**src/rtl/dms_cfg.svh**
```systemverilog
/*
 Register indices, field positions and reset values for the DRAM
 maintenance register bank. Assumes inclusion by bare name from rtl/.
*/
`ifndef DMS_CFG_SVH
`define DMS_CFG_SVH

// ****************************************************************
// Register word indices (byte address = 4 * index)
// ****************************************************************
`define DMS_IDX_FAW 6'h28
`define DMS_IDX_GEOM 6'h2A
`define DMS_IDX_MODE_REQ 6'h2B
`define DMS_IDX_RFSH_REQ 6'h2C
`define DMS_IDX_ZQL_REQ 6'h2D
`define DMS_IDX_ZQS_REQ 6'h2E
`define DMS_IDX_SR_REQ 6'h2F
`define DMS_IDX_PS_REQ 6'h30
`define DMS_IDX_MODE_ACT 6'h31
`define DMS_IDX_RFSH_ACT 6'h32
`define DMS_IDX_ZQ_ACT 6'h33
`define DMS_IDX_SR_ACK 6'h34
`define DMS_IDX_PS_ACK 6'h35
`define DMS_IDX_MODE_SETUP 6'h37

// ****************************************************************
// Field positions
// ****************************************************************
`define DMS_FAW_MSB 7
`define DMS_COL_LSB 0
`define DMS_ROW_LSB 5
`define DMS_BANK_LSB 10
`define DMS_BG_LSB 14
`define DMS_CS_LSB 16
`define DMS_KIND_LSB 0
`define DMS_TGT_LSB 3

// ****************************************************************
// Reset values and codes
// ****************************************************************
`define DMS_RST_KIND 3'h0
`define DMS_RST_TGT 4'hF
`define DMS_KIND_MRS 3'h0
`define DMS_KIND_MRR 3'h1
`define DMS_KIND_MPR 3'h2

`endif

```
**src/rtl/dms_pkg.sv**
```systemverilog
/*
 Types for the DRAM maintenance register bank.
 Assumes nothing beyond a SystemVerilog compiler.
*/
package dms_pkg;

  // Mode register command sequencer, Gray along idle-issue-wait
  typedef enum logic [1:0] {
    DMS_IDLE = 2'b00,
    DMS_ISSUE = 2'b01,
    DMS_WAIT = 2'b11
  } dms_mode_state_t;

endpackage

```
**src/rtl/dms_regs.sv**
```systemverilog
/*
 DRAM maintenance and configuration register bank: Avalon-MM slave with
 waitrequest, request bits toward the controller, progress flags back.
 Assumes controller-side inputs are on sys_clk_i; issue/done inputs are
 one-cycle pulses and only arrive for operations that were requested.
*/
// Added by the designer: the Avalon-MM slave port.
`include "dms_cfg.svh"

module dms_regs (
  input wire logic sys_clk_i, // Controller clock
  input wire logic rst_i, // Synchronous reset, active high
  input wire logic [7:0] avs_address_i, // Byte address
  input wire logic avs_read_i, // Read request
  input wire logic avs_write_i, // Write request
  input wire logic [31:0] avs_writedata_i, // Write data
  input wire logic [3:0] avs_byteenable_i, // Byte enables
  output logic [31:0] avs_readdata_o, // Read data
  output logic avs_waitrequest_o, // Stall
  input wire logic [7:0] four_act_window_value_i, // Four-activate window
  input wire logic [4:0] col_addr_width_i, // Column address bits
  input wire logic [4:0] row_addr_width_i, // Row address bits
  input wire logic [3:0] bank_addr_width_i, // Bank address bits
  input wire logic [1:0] bg_addr_width_i, // Bank group bits
  input wire logic [2:0] cs_addr_width_i, // Chip select bits
  input wire logic [7:0] refresh_to_valid_time_i, // Refresh time, cycles
  input wire logic [15:0] zq_long_period_i, // Long ZQ period, cycles
  input wire logic [15:0] zq_short_period_i, // Short ZQ period, cycles
  output logic mode_command_go_o, // Mode command launch pulse
  output logic [2:0] mode_command_kind_o, // Mode command kind
  output logic [3:0] mode_command_targets_o, // Chip select targets
  input wire logic mode_command_done_i, // Mode command completed pulse
  output logic [3:0] refresh_req_o, // Per-rank refresh request
  input wire logic [3:0] refresh_issued_i, // Refresh sent to PHY pulses
  output logic zq_long_req_o, // Long ZQ request
  input wire logic zq_long_issued_i, // Long ZQ sent pulse
  output logic zq_short_req_o, // Short ZQ request
  input wire logic zq_short_issued_i, // Short ZQ sent pulse
  output logic [3:0] self_refresh_req_o, // Self-refresh request
  input wire logic self_refresh_active_i, // Memory in self-refresh
  output logic power_save_req_o, // Deep power saving request
  input wire logic power_save_active_i // Memory in power saving
);

  // ****************************************************************
  // Bus slave
  // ****************************************************************
  logic ack_q;
  logic [31:0] rdata_q;
  logic [31:0] rdata_d;
  logic [5:0] idx;
  logic wr_en;
  logic [31:0] wdata;

  assign idx = avs_address_i[7:2];
  assign avs_waitrequest_o = (avs_read_i | avs_write_i) & ~ack_q;
  assign wr_en = avs_write_i & ack_q;
  assign avs_readdata_o = rdata_q;

  generate
    for (genvar b = 0; b < 4; b++) begin : g_be
      assign wdata[8*b +: 8] = avs_byteenable_i[b] ? avs_writedata_i[8*b +: 8] : 8'h00;
    end
  endgenerate

  always_ff @(posedge sys_clk_i) begin
    if (rst_i) begin
      ack_q <= 1'b0;
    end else begin
      ack_q <= (avs_read_i | avs_write_i) & ~ack_q;
    end
  end

  // ****************************************************************
  // Control registers
  // ****************************************************************
  logic mode_req_q;
  logic [3:0] rfsh_q;
  logic zql_q;
  logic zqs_q;
  logic [3:0] sr_q;
  logic ps_q;
  logic [2:0] kind_q;
  logic [3:0] tgt_q;
  logic wr_mode;
  logic wr_rfsh;
  logic wr_zql;
  logic wr_zqs;

  assign wr_mode = wr_en & (idx == `DMS_IDX_MODE_REQ);
  assign wr_rfsh = wr_en & (idx == `DMS_IDX_RFSH_REQ);
  assign wr_zql = wr_en & (idx == `DMS_IDX_ZQL_REQ);
  assign wr_zqs = wr_en & (idx == `DMS_IDX_ZQS_REQ);

  dms_pkg::dms_mode_state_t state_q;

  // Set by software wins over the clear on completion
  always_ff @(posedge sys_clk_i) begin
    if (rst_i) begin
      mode_req_q <= 1'b0;
    end else if (wr_mode) begin
      mode_req_q <= wdata[0];
    end else if (mode_command_done_i && state_q == dms_pkg::DMS_WAIT) begin
      mode_req_q <= 1'b0;
    end
  end

  always_ff @(posedge sys_clk_i) begin
    if (rst_i) begin
      rfsh_q <= 4'h0;
    end else if (wr_rfsh) begin
      rfsh_q <= wdata[3:0] | (rfsh_q & ~refresh_issued_i);
    end else begin
      rfsh_q <= rfsh_q & ~refresh_issued_i;
    end
  end

  always_ff @(posedge sys_clk_i) begin
    if (rst_i) begin
      zql_q <= 1'b0;
    end else if (wr_zql) begin
      zql_q <= wdata[0];
    end else if (zq_long_issued_i) begin
      zql_q <= 1'b0;
    end
  end

  always_ff @(posedge sys_clk_i) begin
    if (rst_i) begin
      zqs_q <= 1'b0;
    end else if (wr_zqs) begin
      zqs_q <= wdata[0];
    end else if (zq_short_issued_i) begin
      zqs_q <= 1'b0;
    end
  end

  // Held bits: only software changes them
  always_ff @(posedge sys_clk_i) begin
    if (rst_i) begin
      sr_q <= 4'h0;
      ps_q <= 1'b0;
      kind_q <= `DMS_RST_KIND;
      tgt_q <= `DMS_RST_TGT;
    end else if (wr_en) begin
      if (idx == `DMS_IDX_SR_REQ) begin
        sr_q <= wdata[3:0];
      end
      if (idx == `DMS_IDX_PS_REQ) begin
        ps_q <= wdata[0];
      end
      if (idx == `DMS_IDX_MODE_SETUP) begin
        kind_q <= wdata[`DMS_KIND_LSB +: 3];
        tgt_q <= wdata[`DMS_TGT_LSB +: 4];
      end
    end
  end

  assign refresh_req_o = rfsh_q;
  assign zq_long_req_o = zql_q;
  assign zq_short_req_o = zqs_q;
  assign self_refresh_req_o = sr_q;
  assign power_save_req_o = ps_q;
  assign mode_command_kind_o = kind_q;
  assign mode_command_targets_o = tgt_q;

  // ****************************************************************
  // Mode register command sequencer
  // ****************************************************************
  always_ff @(posedge sys_clk_i) begin
    if (rst_i) begin
      state_q <= dms_pkg::DMS_IDLE;
    end else begin
      unique case (state_q)
        dms_pkg::DMS_IDLE: begin
          if (mode_req_q) begin
            state_q <= dms_pkg::DMS_ISSUE;
          end
        end
        dms_pkg::DMS_ISSUE: begin
          state_q <= dms_pkg::DMS_WAIT;
        end
        dms_pkg::DMS_WAIT: begin
          if (mode_command_done_i) begin
            state_q <= dms_pkg::DMS_IDLE;
          end
        end
        default: begin
          state_q <= dms_pkg::DMS_IDLE;
        end
      endcase
    end
  end

  logic mode_active;
  assign mode_command_go_o = (state_q == dms_pkg::DMS_ISSUE);
  assign mode_active = (state_q != dms_pkg::DMS_IDLE);

  // ****************************************************************
  // Progress timers and self-refresh/power-save acknowledge flags
  // ****************************************************************
  logic rf_busy_q;
  logic [7:0] rf_cnt_q;
  logic zq_busy_q;
  logic [15:0] zq_cnt_q;
  logic sr_ack_q;
  logic ps_ack_q;

  always_ff @(posedge sys_clk_i) begin
    if (rst_i) begin
      rf_busy_q <= 1'b0;
      rf_cnt_q <= 8'h00;
    end else if (|refresh_issued_i) begin
      rf_busy_q <= 1'b1;
      rf_cnt_q <= refresh_to_valid_time_i;
    end else if (rf_busy_q) begin
      if (rf_cnt_q <= 8'h01) begin
        rf_busy_q <= 1'b0;
      end else begin
        rf_cnt_q <= rf_cnt_q - 8'h01;
      end
    end
  end

  always_ff @(posedge sys_clk_i) begin
    if (rst_i) begin
      zq_busy_q <= 1'b0;
      zq_cnt_q <= 16'h0000;
    end else if (zq_long_issued_i) begin
      zq_busy_q <= 1'b1;
      zq_cnt_q <= zq_long_period_i;
    end else if (zq_short_issued_i) begin
      zq_busy_q <= 1'b1;
      zq_cnt_q <= zq_short_period_i;
    end else if (zq_busy_q) begin
      if (zq_cnt_q <= 16'h0001) begin
        zq_busy_q <= 1'b0;
      end else begin
        zq_cnt_q <= zq_cnt_q - 16'h0001;
      end
    end
  end

  always_ff @(posedge sys_clk_i) begin
    if (rst_i) begin
      sr_ack_q <= 1'b0;
      ps_ack_q <= 1'b0;
    end else begin
      sr_ack_q <= self_refresh_active_i;
      ps_ack_q <= power_save_active_i & ps_q;
    end
  end

  // ****************************************************************
  // Read mux
  // ****************************************************************
  always_comb begin
    rdata_d = 32'h0000_0000;
    unique case (idx)
      `DMS_IDX_FAW: rdata_d[`DMS_FAW_MSB:0] = four_act_window_value_i;
      `DMS_IDX_GEOM: begin
        rdata_d[`DMS_COL_LSB +: 5] = col_addr_width_i;
        rdata_d[`DMS_ROW_LSB +: 5] = row_addr_width_i;
        rdata_d[`DMS_BANK_LSB +: 4] = bank_addr_width_i;
        rdata_d[`DMS_BG_LSB +: 2] = bg_addr_width_i;
        rdata_d[`DMS_CS_LSB +: 3] = cs_addr_width_i;
      end
      `DMS_IDX_MODE_REQ: rdata_d[0] = mode_req_q;
      `DMS_IDX_RFSH_REQ: rdata_d[3:0] = rfsh_q;
      `DMS_IDX_ZQL_REQ: rdata_d[0] = zql_q;
      `DMS_IDX_ZQS_REQ: rdata_d[0] = zqs_q;
      `DMS_IDX_SR_REQ: rdata_d[3:0] = sr_q;
      `DMS_IDX_PS_REQ: rdata_d[0] = ps_q;
      `DMS_IDX_MODE_ACT: rdata_d[0] = mode_active;
      `DMS_IDX_RFSH_ACT: rdata_d[0] = rf_busy_q;
      `DMS_IDX_ZQ_ACT: rdata_d[0] = zq_busy_q;
      `DMS_IDX_SR_ACK: rdata_d[0] = sr_ack_q;
      `DMS_IDX_PS_ACK: rdata_d[0] = ps_ack_q;
      `DMS_IDX_MODE_SETUP: begin
        rdata_d[`DMS_KIND_LSB +: 3] = kind_q;
        rdata_d[`DMS_TGT_LSB +: 4] = tgt_q;
      end
      default: rdata_d = 32'h0000_0000;
    endcase
  end

  always_ff @(posedge sys_clk_i) begin
    if (rst_i) begin
      rdata_q <= 32'h0000_0000;
    end else if (avs_read_i && !ack_q) begin
      rdata_q <= rdata_d;
    end
  end
endmodule

```
**config.mk**
```make
export PLATFORM = sky130hd
export DESIGN_NAME = dms_regs
export DESIGN_NICKNAME = d
export VERILOG_FILES = /design/src/rtl/dms_pkg.sv /design/src/rtl/dms_regs.sv
export VERILOG_INCLUDE_DIRS = /design/src /design/src/rtl
export SDC_FILE = /design/constraint.sdc
export NUM_CORES = 1
export LEC_CHECK = 0
export BUFFER_PORTS_ARGS = -buffer_cell sky130_fd_sc_hd__buf_2
export CORE_AREA = 2 2 86 121
export DETAILED_ROUTE_END_ITERATION = 10
export DIE_AREA = 0 0 88 123
export GPL_TIMING_DRIVEN = 0
export PLACE_DENSITY = 0.68
export RECOVER_POWER = 50
export REMOVE_ABC_BUFFERS = 1
export SKIP_LAST_GASP = 1
export SLEW_MARGIN = 20
export SYNTH_ARGS = -nofsm -noshare
export SYNTH_HDL_FRONTEND = slang
export SYNTH_SLANG_ARGS = --single-unit
```
**constraint.sdc**
```tcl
create_clock -name sys_clk_i -period 2.5 [get_ports sys_clk_i]
set_input_delay 0.5 -clock sys_clk_i [delete_from_list [all_inputs] [get_ports sys_clk_i]]
set_output_delay 0.5 -clock sys_clk_i [all_outputs]
set_load 0.05 [all_outputs]
```
==> results of run 1 <==
## flip-flops by register name, summed over array words and instances (netlist names), 2 cells and up
name / flops
mode_command_kind_o: 3
self_refresh_req_o: 4
zq_cnt_q: 16
mode_command_targets_o: 4
rf_cnt_q: 8
avs_readdata_o: 19
refresh_req_o: 4
state_q: 2
## repair_timing
item                       in CTS  in global routing
resized for setup               0                  1
hold buffers                    0                  0
setup buffers                   0                  0
setup endpoints to repair       0                  7
## where the power goes
| part | switching, µW | leakage, µW | internal, µW |
|---|---|---|---|
| logic | 298 | 0.00111 | 166 |
| clock network | 476 | 0.000134 | 694 |
| registers | 44.8 | 0.000564 | 1140 |
| total | 819 | 0.00181 | 2000 |
## layout by cell type (no fill, tap or decap), types with 9 or more instances in the layout
cell        n
inv_1      14
o21ai_0    28
dfxtp_1    69
conb_1     13
nor3_1     15
nor2_1     37
nand2_1    44
buf_2      91
clkbuf_16   9
nand3_1    36
a21oi_1    41
clkbuf_1   41
## worst reg2reg max path: cells and delay by family, from the launching register on
kind | cells | cell delay (ns)
simple gates | 4 | 1.43
flops | 1 | 0.36
fa+ha+maj | 1 | 0.17
compound gates | 1 | 0.10
buf+inv | 1 | 0.08
## through the flow
| step | setup slack (ns) | total power (µW) | setup TNS [ns] | cell area (µm²) |
|---|---|---|---|---|
| 2_1_floorplan | 0.329 | 1480 | 0 | 3550 |
| 3_3_place_gp | -0.841 | 1660 | -7.78 | 4380 |
| 3_5_place_dp | -0.209 | 1670 | -0.863 | 4400 |
| 4_1_cts | 0.0457 | 2850 | 0 | 4680 |
| 5_1_grt | 0.00583 | 2960 | 0 | 4640 |
| 6_report | 0.159 | 2820 | 0 | 4640 |
## path summary, 6_finish.rpt
| path | end |
|---|---|
| worst max-delay path | state_q[0] |
| worst min-delay path | sr_ack_q |
| worst max register to register | zq_cnt_q[14] |
| worst min register to register | avs_readdata_o[11] |
## cells by family (layout without fill, tap and decap cells)
family / after synthesis / count (layout)
AND/OR/NAND/NOR: 193 / 193
AO/OA/AOI/OAI: 132 / 132
flip-flops: 69 / 69
buffers and inverters: 58 / 164
multiplexers: 7 / 7
XOR/XNOR: 5 / 5
adder cells (fa/ha/maj): 4 / 4
other: 1 / 13
## layer usage
layer / up-vias / routed length, µm
li1: 1943 / -
met1: 1811 / 4450
met2: 153 / 5460
met3: 22 / 785
met4: 0 / 376
met5: - / 0
## layout make-up
class | instances | area, µm²
Fill cell | 971 | 5100
Multi-Input combinational cell | 354 | 2140
Sequential cell | 69 | 1380
Timing Repair Buffer | 134 | 624
Clock buffer | 10 | 239
Tap cell | 135 | 169
Inverter | 14 | 52.6
Clock inverter | 6 | 38.8
## synthesized netlist by cell type (all sizes together) (7+ instances only)
master  instances  area (µm²)
inv            14        52.6
clkbuf         29         109
nor3           16        85.1
nor2           38         143
buf            15         106
and3            7        43.8
dfxtp          69        1380
or4             8        63.8
or3             9        72.6
nand2          44         165
a21oi          41         205
a31oi           7        43.8
o21ai          28         140
nand3          36         180
==> summary.md, run 1 <==
| Metric | Value |
|---|---|
| Register bit total from synthesis | `between 60 and 70` |
| Delay-heaviest family, CP | `buffers and inverters` |
| Largest net degree at the start of global routing | `54` |
| Share of cells above drive strength 1 | `21.1%` |
| Startpoint Class | `input port` |
| GRT Overall Usage | `between 10% and 20%` |
| Hold WS | `approximately 0.40 ns` |
| Post-synth top flop | `dfxtp_1` |
| Max Clock Freq | `around 430 MHz` |
| I/O Buffers | `around 130` |
| DRT antenna net count | `0` |
| Num CTS Buffers | `9` |
| Area grow syn2layout | `24.7%` |
| Final net count | `between 700 and 800` |
| Max-slew violations | `0` |
| Clock tree buffer depth | `2` |
| Clock-pin slew of the registers on the worst-case setup and hold paths | `roughly 0.050 ns` |
| Main combinational cell family by area after synthesis | `simple AND/OR/NAND/NOR gates` |
| Clock root cell | `clkbuf_16` |
| Post-Synth Adder-Cell Area | `around 1.3%` |
| DP HPWL | `between 8000 and 9000 µm` |
| XOR/XNOR Fraction of Synth Area | `roughly 1.2%` |
| Outcome | `complete, no violations` |
| CTS tree | `yes` |
| Largest stage delay, worst path | `0.76 ns` |
| Gpl congestion | `approximately 0.82` |
| Synth Area in Simple Gates | `27.2%` |
| Met2 usage | `34.6%` |
| H-Tree Depth | `3` |
| Clock latency on the worst-skew pair | `0.33 ns` |
| Post-synthesis mux area share | `under 10%` |
| Cell variety after synth | `60` |
| Critical Path, Cell by Cell | `buf_2, inv_1, and3_1, a21o_1` |
| Routed WL | `between 10000 and 15000 µm` |
| Maximum vdd drop | `about 0.38 mV` |
| Crit path from | `rst_i` |
| Power Density | `608 nW/µm²` |
| GRT overflow | `0` |
| Placed Instances | `slightly above 700` |
| Ports | `176` |
| Worst endpoint required time | `2.72 ns` |
| Die height | `between 100 and 150 µm` |
| DRC violations left | `0` |
| Clk_skew | `~0.0066 ns` |
| Ys async rst share | `0%` |
| Tcrit/Tclk final | `93.6%` |
| First-pass GRT wire length | `around 17000 µm` |
| Vias per inst | `5.44` |
| Worst min-delay path category | `input port to flop` |
| Inserted Diodes | `0` |
| First DRT Iteration DRCs | `roughly 190` |
| Mean Syn Cell Area | `a little under 8 µm²` |
| Rel. slew slack | `31.4%` |
| Unrepaired setup endpoints after global routing | `no` |
| Die W | `roughly 90 µm` |
| Number of global-route vias before repair | `~3500` |
| CP Buf/Inv Count | `2` |
| Initial antenna violation count | `0` |
| Initial Util | `between 30% and 40%` |
| Max-cap viol count | `0` |
| Post-synthesis sequential area ratio | `between 30% and 40%` |
| Crit end category | `flop` |
| Worst-case reg-to-reg path depth | `7` |
| Met1 Track Usage GR | `between 20 and 25%` |
| Leak Pwr | `between 0.0015 and 0.002 µW` |
| Post-Syn Area | `3720 µm²` |
| Fin. Hold Viols | `0` |
| Worst reg2reg setup slack | `about 0.3 ns` |
| CP Data Arrival Time | `~2.6 ns` |
| Crit path kind | `input port to flop` |
| Core Util, Final | `47.7%` |
| Post-synth EDFFs | `0` |
| GR peak layer | `met2` |
| Finished Layout Cells | `722` |
| Setup Viol. Count Final | `0` |
| Synth Area in Compound Gates | `about a quarter` |
| Tmin final | `~2.3 ns` |
| Worst R2R Start | `zq_cnt_q[0]` |
| HP Start | `self_refresh_active_i` |
| First-pass DRT Iterations | `5` |
| Synth Instances | `between 400 and 500` |
| Site row count | `between 40 and 50` |
| CP max-delay cell | `buf_2` |
| Die area | `10800 µm²` |
| Yosys warning count | `0` |
| CTS sink count | `69` |
| Met3 GRT Util | `~5.1%` |
| Top fanout value on the critical path | `53` |
| Core area | `~10000 µm²` |
| Worst-Margin Slew | `1.03 ns` |
| Hold Path Depth | `2` |
| Drt wl/cell | `approximately 15 µm` |
| Total number of vias | `3929` |
| Worst path depth | `4` |
(Power assumes the default switching activity.)
==> inputs of run 2 (changes only) <==
--- a/config.mk
+++ b/config.mk
@@ -8,6 +8,7 @@
 export LEC_CHECK = 0
 export BUFFER_PORTS_ARGS = -buffer_cell sky130_fd_sc_hd__buf_2
 export CORE_AREA = 2 2 86 121
+export CTS_BUF_LIST = sky130_fd_sc_hd__clkbuf_8
 export DETAILED_ROUTE_END_ITERATION = 10
 export DIE_AREA = 0 0 88 123
 export GPL_TIMING_DRIVEN = 0
==> summary.md, run 2 (same netlist as run 1, synthesis figures left out) <==
| Metric | Value |
|---|---|
| Clock root cell | `clkbuf_8` |
| Clock-pin slew of the registers on the worst-case setup and hold paths | `0.08 ns (+0.03 ns)` |
| Fin. Hold Viols | `0 (unchanged)` |
| Largest net degree at the start of global routing | `54 (unchanged)` |
| Share of cells above drive strength 1 | `21.1% (unchanged)` |
| DRT antenna net count | `0 (unchanged)` |
| Unrepaired setup endpoints after global routing | `no` |
| Ports | `176 (unchanged)` |
| Max reg flops | `19 (unchanged)` |
| First-pass GRT wire length | `16800 µm (unchanged)` |
| Clock latency on the worst-skew pair | `0.36 ns (+0.03 ns)` |
| Drt wl/cell | `15.4 µm (+0.53%)` |
| Worst-Margin Slew | `1.03 ns (+0.00522 ns)` |
| DP HPWL | `8100 µm (unchanged)` |
| Maximum vdd drop | `0.253 mV (-34%)` |
| Setup Viol. Count Final | `0 (unchanged)` |
| Gpl congestion | `0.824 (unchanged)` |
| Tcrit/Tclk final | `93.2% (-0.49 points)` |
| Vias per inst | `5.49 (+0.94%)` |
| Worst min-delay path category | `input port to flop` |
| Worst endpoint required time | `2.75 ns (+0.03 ns)` |
| Clk_skew | `0.0102 ns (+0.00357 ns)` |
| Num CTS Buffers | `9 (unchanged)` |
| Crit end category | `flop` |
| DRC violations left | `0 (unchanged)` |
| Tmin final | `2.33 ns (-0.0122 ns)` |
| Leak Pwr | `0.00176 µW (-2.6%)` |
| Area grow syn2layout | `21.9%` |
| Max-slew violations | `0 (unchanged)` |
| Worst setup margin | `0.171 ns (+0.0122 ns)` |
| Inserted Diodes | `0 (unchanged)` |
| DP Worst Slack | `-0.209 ns (unchanged)` |
| Die W | `88 µm (unchanged)` |
| I/O Buffers | `132 (unchanged)` |
| Die area | `10800 µm² (unchanged)` |
| Routed WL | `11100 µm (+0.53%)` |
| Overall power | `2470 µW (-12%)` |
| H-Tree Depth | `3 (unchanged)` |
| Rel. slew slack | `31.1% (-0.35 points)` |
| Final net count | `710 (unchanged)` |
| Most frequent cells in the layout | `buf_2 (91), dfxtp_1 (69), nand2_1 (44)` |
| CTS Hold Bufs | `0 (unchanged)` |
| Most common cell after layout, fill and taps aside | `buf_2` |
| Initial antenna violation count | `0 (unchanged)` |
| Clock tree buffer depth | `2 (unchanged)` |
| Max Clock Freq | `429 MHz (+0.53%)` |
| Core Util, Final | `46.6% (-1.0 points)` |
| Power Density | `545 nW/µm² (-10%)` |
| Top fanout value on the critical path | `53 (unchanged)` |
| Total number of vias | `3966 (+0.94%)` |
| Outcome | `complete, no violations` |
| Initial Util | `38.2% (unchanged)` |
| Number of global-route vias before repair | `3507 (+0.31%)` |
| Max-cap viol count | `0 (unchanged)` |
| Core area | `9740 µm² (unchanged)` |
| First DRT Iteration DRCs | `194 (+1.0%)` |
| Die height | `123 µm (unchanged)` |
| Site row count | `43 (unchanged)` |
| CP Data Arrival Time | `2.57 ns (about the same)` |
| Fillers | `991 (+2.1%)` |
| CTS sink count | `69 (unchanged)` |
| First-pass DRT Iterations | `5 (unchanged)` |
| GRT overflow | `0 (unchanged)` |
| Startpoint Class | `input port` |
| Crit path kind | `input port to flop` |
| CTS tree | `yes` |
| GRT Overall Usage | `20.1% (+0.15 points)` |
run 2: layout make-up:
class | count | area, µm² | share of cell area [%]
multi-input combinational | 354 | 2140 | 47.1
sequential | 69 | 1380 | 30.4
timing repair buffer | 134 | 624 | 13.8
tap | 135 | 169 | 3.72
clock buffer | 10 | 138 | 3.03
inverter | 14 | 52.6 | 1.16
clock inverter | 6 | 38.8 | 0.854
run 2: per-layer routing:
metal  track usage (%)  part of all wire (%)
met3              5.07                   6.9
met4              12.2                   4.3
met5                 0                     0
met2              34.2                    49
met1              22.1                    40
run 2: worst paths after layout:
check / start / endpoint / slack [ns] / cells after the start
worst max-delay path: rst_i / state_q[0] / 0.17 / 4
worst min-delay path: refresh_to_valid_time_i[1] / rf_cnt_q[1] / 0.38 / 3
worst max register to register: zq_cnt_q[0] / zq_cnt_q[10] / 0.25 / 7
worst min register to register: avs_readdata_o[11] / avs_readdata_o[11] / 0.45 / 2
run 2: worst max-delay path: stages:
cell and delay [ns]:
buf_2 0.77, inv_1 0.74, and3_1 0.41, a21o_1 0.15
run 2: through the flow:
step                hold slack (ns)  setup TNS [ns]  std cells  area (µm²)
global route                  0.373               0        722        4540
CTS                           0.357               0        722        4580
finish                        0.377               0        722        4540
global placement              0.436           -7.78        704        4380
detailed placement            0.442          -0.863        706        4400
floorplan                     0.449               0        437        3550
run 2: power by group:
group	total [µW]	switching (µW)	internal [µW]
sequential	1180	45.2	1140
clock	822	440	383
combinational	465	299	166
run 2: repair_timing:
action / in CTS / in global routing
setup buffers: 0 / 0
endpoints found under the setup margin: 0 / 7
resized for setup: 0 / 1
==> inputs of run 3 (changes only) <==
--- a/config.mk
+++ b/config.mk
@@ -7,10 +7,10 @@
 export NUM_CORES = 1
 export LEC_CHECK = 0
 export BUFFER_PORTS_ARGS = -buffer_cell sky130_fd_sc_hd__buf_2
-export CORE_AREA = 2 2 86 121
+export CORE_AREA = 3 3 87 122
 export CTS_BUF_LIST = sky130_fd_sc_hd__clkbuf_8
 export DETAILED_ROUTE_END_ITERATION = 10
-export DIE_AREA = 0 0 88 123
+export DIE_AREA = 0 0 90 125
 export GPL_TIMING_DRIVEN = 0
 export PLACE_DENSITY = 0.68
 export RECOVER_POWER = 50
==> summary.md, run 3 (same netlist as run 1, synthesis figures left out) <==
| Metric | Value |
|---|---|
| GRT overflow | `0 (unchanged)` |
| Maximum vdd drop | `0.330 mV (+30%)` |
| Worst-Margin Slew | `1.08 ns (+0.0484 ns)` |
| Drt wl/cell | `15.8 µm (+2.2%)` |
| Core Util, Final | `47.7% (+1.0 points)` |
| Crit end category | `flop` |
| Die W | `90 µm (+2.3%)` |
| Worst setup margin | `0.278 ns (+0.107 ns)` |
| Initial Util | `38.9% (+0.70 points)` |
| Most common cell after layout, fill and taps aside | `buf_2` |
| Tcrit/Tclk final | `88.9% (-4.3 points)` |
| Final instance area | `4560 µm² (+0.41%)` |
| First DRT Iteration DRCs | `208 (+7.2%)` |
| Unrepaired setup endpoints after global routing | `no` |
| CTS Hold Bufs | `0 (unchanged)` |
| Max-cap viol count | `0 (unchanged)` |
| Worst min-delay path category | `input port to flop` |
| I/O Buffers | `132 (unchanged)` |
| Crit path kind | `input port to flop` |
| DRT antenna net count | `0 (unchanged)` |
| Die area | `11300 µm² (+3.9%)` |
| Total number of vias | `3959 (-0.18%)` |
| Max Clock Freq | `450 MHz (+4.8%)` |
| Fillers | `997 (+0.61%)` |
| Tmin final | `2.22 ns (-0.107 ns)` |
| Area grow syn2layout | `22.5%` |
| Power Density | `566 nW/µm² (+3.8%)` |
| Vias per inst | `5.51 (+0.24%)` |
| Outcome | `complete, no violations` |
| Max-slew violations | `0 (unchanged)` |
| CTS sink count | `69 (unchanged)` |
| Gpl congestion | `0.867 (+5.3%)` |
| DRC violations left | `0 (unchanged)` |
| DP HPWL | `8350 µm (+3.0%)` |
| Site row count | `42 (-2.3%)` |
| Top fanout value on the critical path | `17 (-68%)` |
| Setup Viol. Count Final | `0 (unchanged)` |
| Max reg flops | `19 (unchanged)` |
| Most frequent cells in the layout | `buf_2 (90), dfxtp_1 (69), nand2_1 (44)` |
| Fin. Hold Viols | `0 (unchanged)` |
| Die height | `125 µm (+1.6%)` |
| CP Data Arrival Time | `2.52 ns (-0.05 ns)` |
| Ports | `176 (unchanged)` |
| Clock tree buffer depth | `2 (unchanged)` |
| Clk_skew | `0.00786 ns (-0.00235 ns)` |
| Number of global-route vias before repair | `3709 (+5.8%)` |
| Initial antenna violation count | `0 (unchanged)` |
| H-Tree Depth | `3 (unchanged)` |
| First-pass DRT Iterations | `5 (unchanged)` |
| Placed Instances | `703 (-0.42%)` |
| Leak Pwr | `0.00176 µW (+0.26%)` |
| CTS tree | `yes` |
| Inserted Diodes | `0 (unchanged)` |
| Clock root cell | `clkbuf_8` |
| Share of cells above drive strength 1 | `21.0% (-0.17 points)` |
| Worst endpoint required time | `2.80 ns (+0.05 ns)` |
| Clock latency on the worst-skew pair | `0.36 ns (about the same)` |
| Largest net degree at the start of global routing | `54 (unchanged)` |
| Highest routed metal layer | `met4` |
| Finished Layout Cells | `719 (-0.42%)` |
| Routed WL | `11300 µm (+1.8%)` |
| Metal3 WL | `834 µm (+8.3%)` |
| DP Worst Slack | `-0.239 ns (-0.0299 ns)` |
| Startpoint Class | `input port` |
| First-pass GRT wire length | `18000 µm (+6.8%)` |
| Core area | `9560 µm² (-1.8%)` |
| Num CTS Buffers | `9 (unchanged)` |
| Met2 wire length | `5850 µm (+8.2%)` |
| Clock-pin slew of the registers on the worst-case setup and hold paths | `0.08 ns (about the same)` |
| Dpl cell area | `4400 µm² (about the same)` |
| Rel. slew slack | `27.6% (-3.5 points)` |
| Met1 WL | `4450 µm (-0.51%)` |
| GRT Overall Usage | `19.6% (-0.49 points)` |
| Final net count | `710 (unchanged)` |
-- run 3: cell types whose count changed in the layout (fill, tap and decap cells not counted), sizes merged --
cell	delta
buf	-1
bufinv	+1
clkinv	-2
clkinvlp	+1
inv	+1
-- run 3: area by class of cell --
type	instances	area [µm²]	share of cell area, %
multi-input combinational	354	2130	46.8
sequential	69	1380	30.3
timing repair buffer	134	627	13.8
tap	132	165	3.62
clock buffer	9	124	2.72
clock inverter	7	75.1	1.65
inverter	14	52.6	1.15
-- run 3: worst paths after layout --
path | startpoint | endpoint | slack (ns) | cells after the start
setup / recovery | avs_address_i[4] | avs_readdata_o[6] | 0.28 | 6
hold / removal | self_refresh_active_i | sr_ack_q | 0.36 | 2
setup reg to reg | zq_cnt_q[0] | zq_cnt_q[14] | 0.28 | 7
hold reg to reg | avs_readdata_o[13] | avs_readdata_o[13] | 0.46 | 2
-- run 3: critical path: stages --
cell and delay [ns]:
clkbuf_1 0.14, nand4bb_1 0.37, nor2_1 0.92, a222oi_1 0.28, o21a_1 0.23, nor2_1 0.07
-- run 3: timing repair --
item,CTS,global route
setup buffers,0,0
gates resized for setup,1,1
setup endpoints to repair,1,1
cloned,0,0
-- run 3: report_power, final --
| part | internal [µW] | leakage, µW | switching (µW) |
|---|---|---|---|
| combinational | 166 | 0.00111 | 299 |
| sequential | 1140 | 0.000564 | 44.8 |
| clock | 463 | 0.0000918 | 465 |
| total | 1770 | 0.00176 | 809 |
-- run 3: layer usage --
metal	up-vias	global-route usage, %
met2	158	34.5
met1	1844	22.4
met3	16	5.71
met5	-	0
met4	0	7.12
li1	1941	-
-- run 3: per-stage QoR --
step                power (µW)  setup TNS, ns  hold WS (ns)
floorplan                 1480              0         0.449
global route              2700              0         0.375
finish                    2580              0         0.361
detailed placement        1670          -1.38         0.442
CTS                       2600              0         0.361
global placement          1660          -7.23         0.436
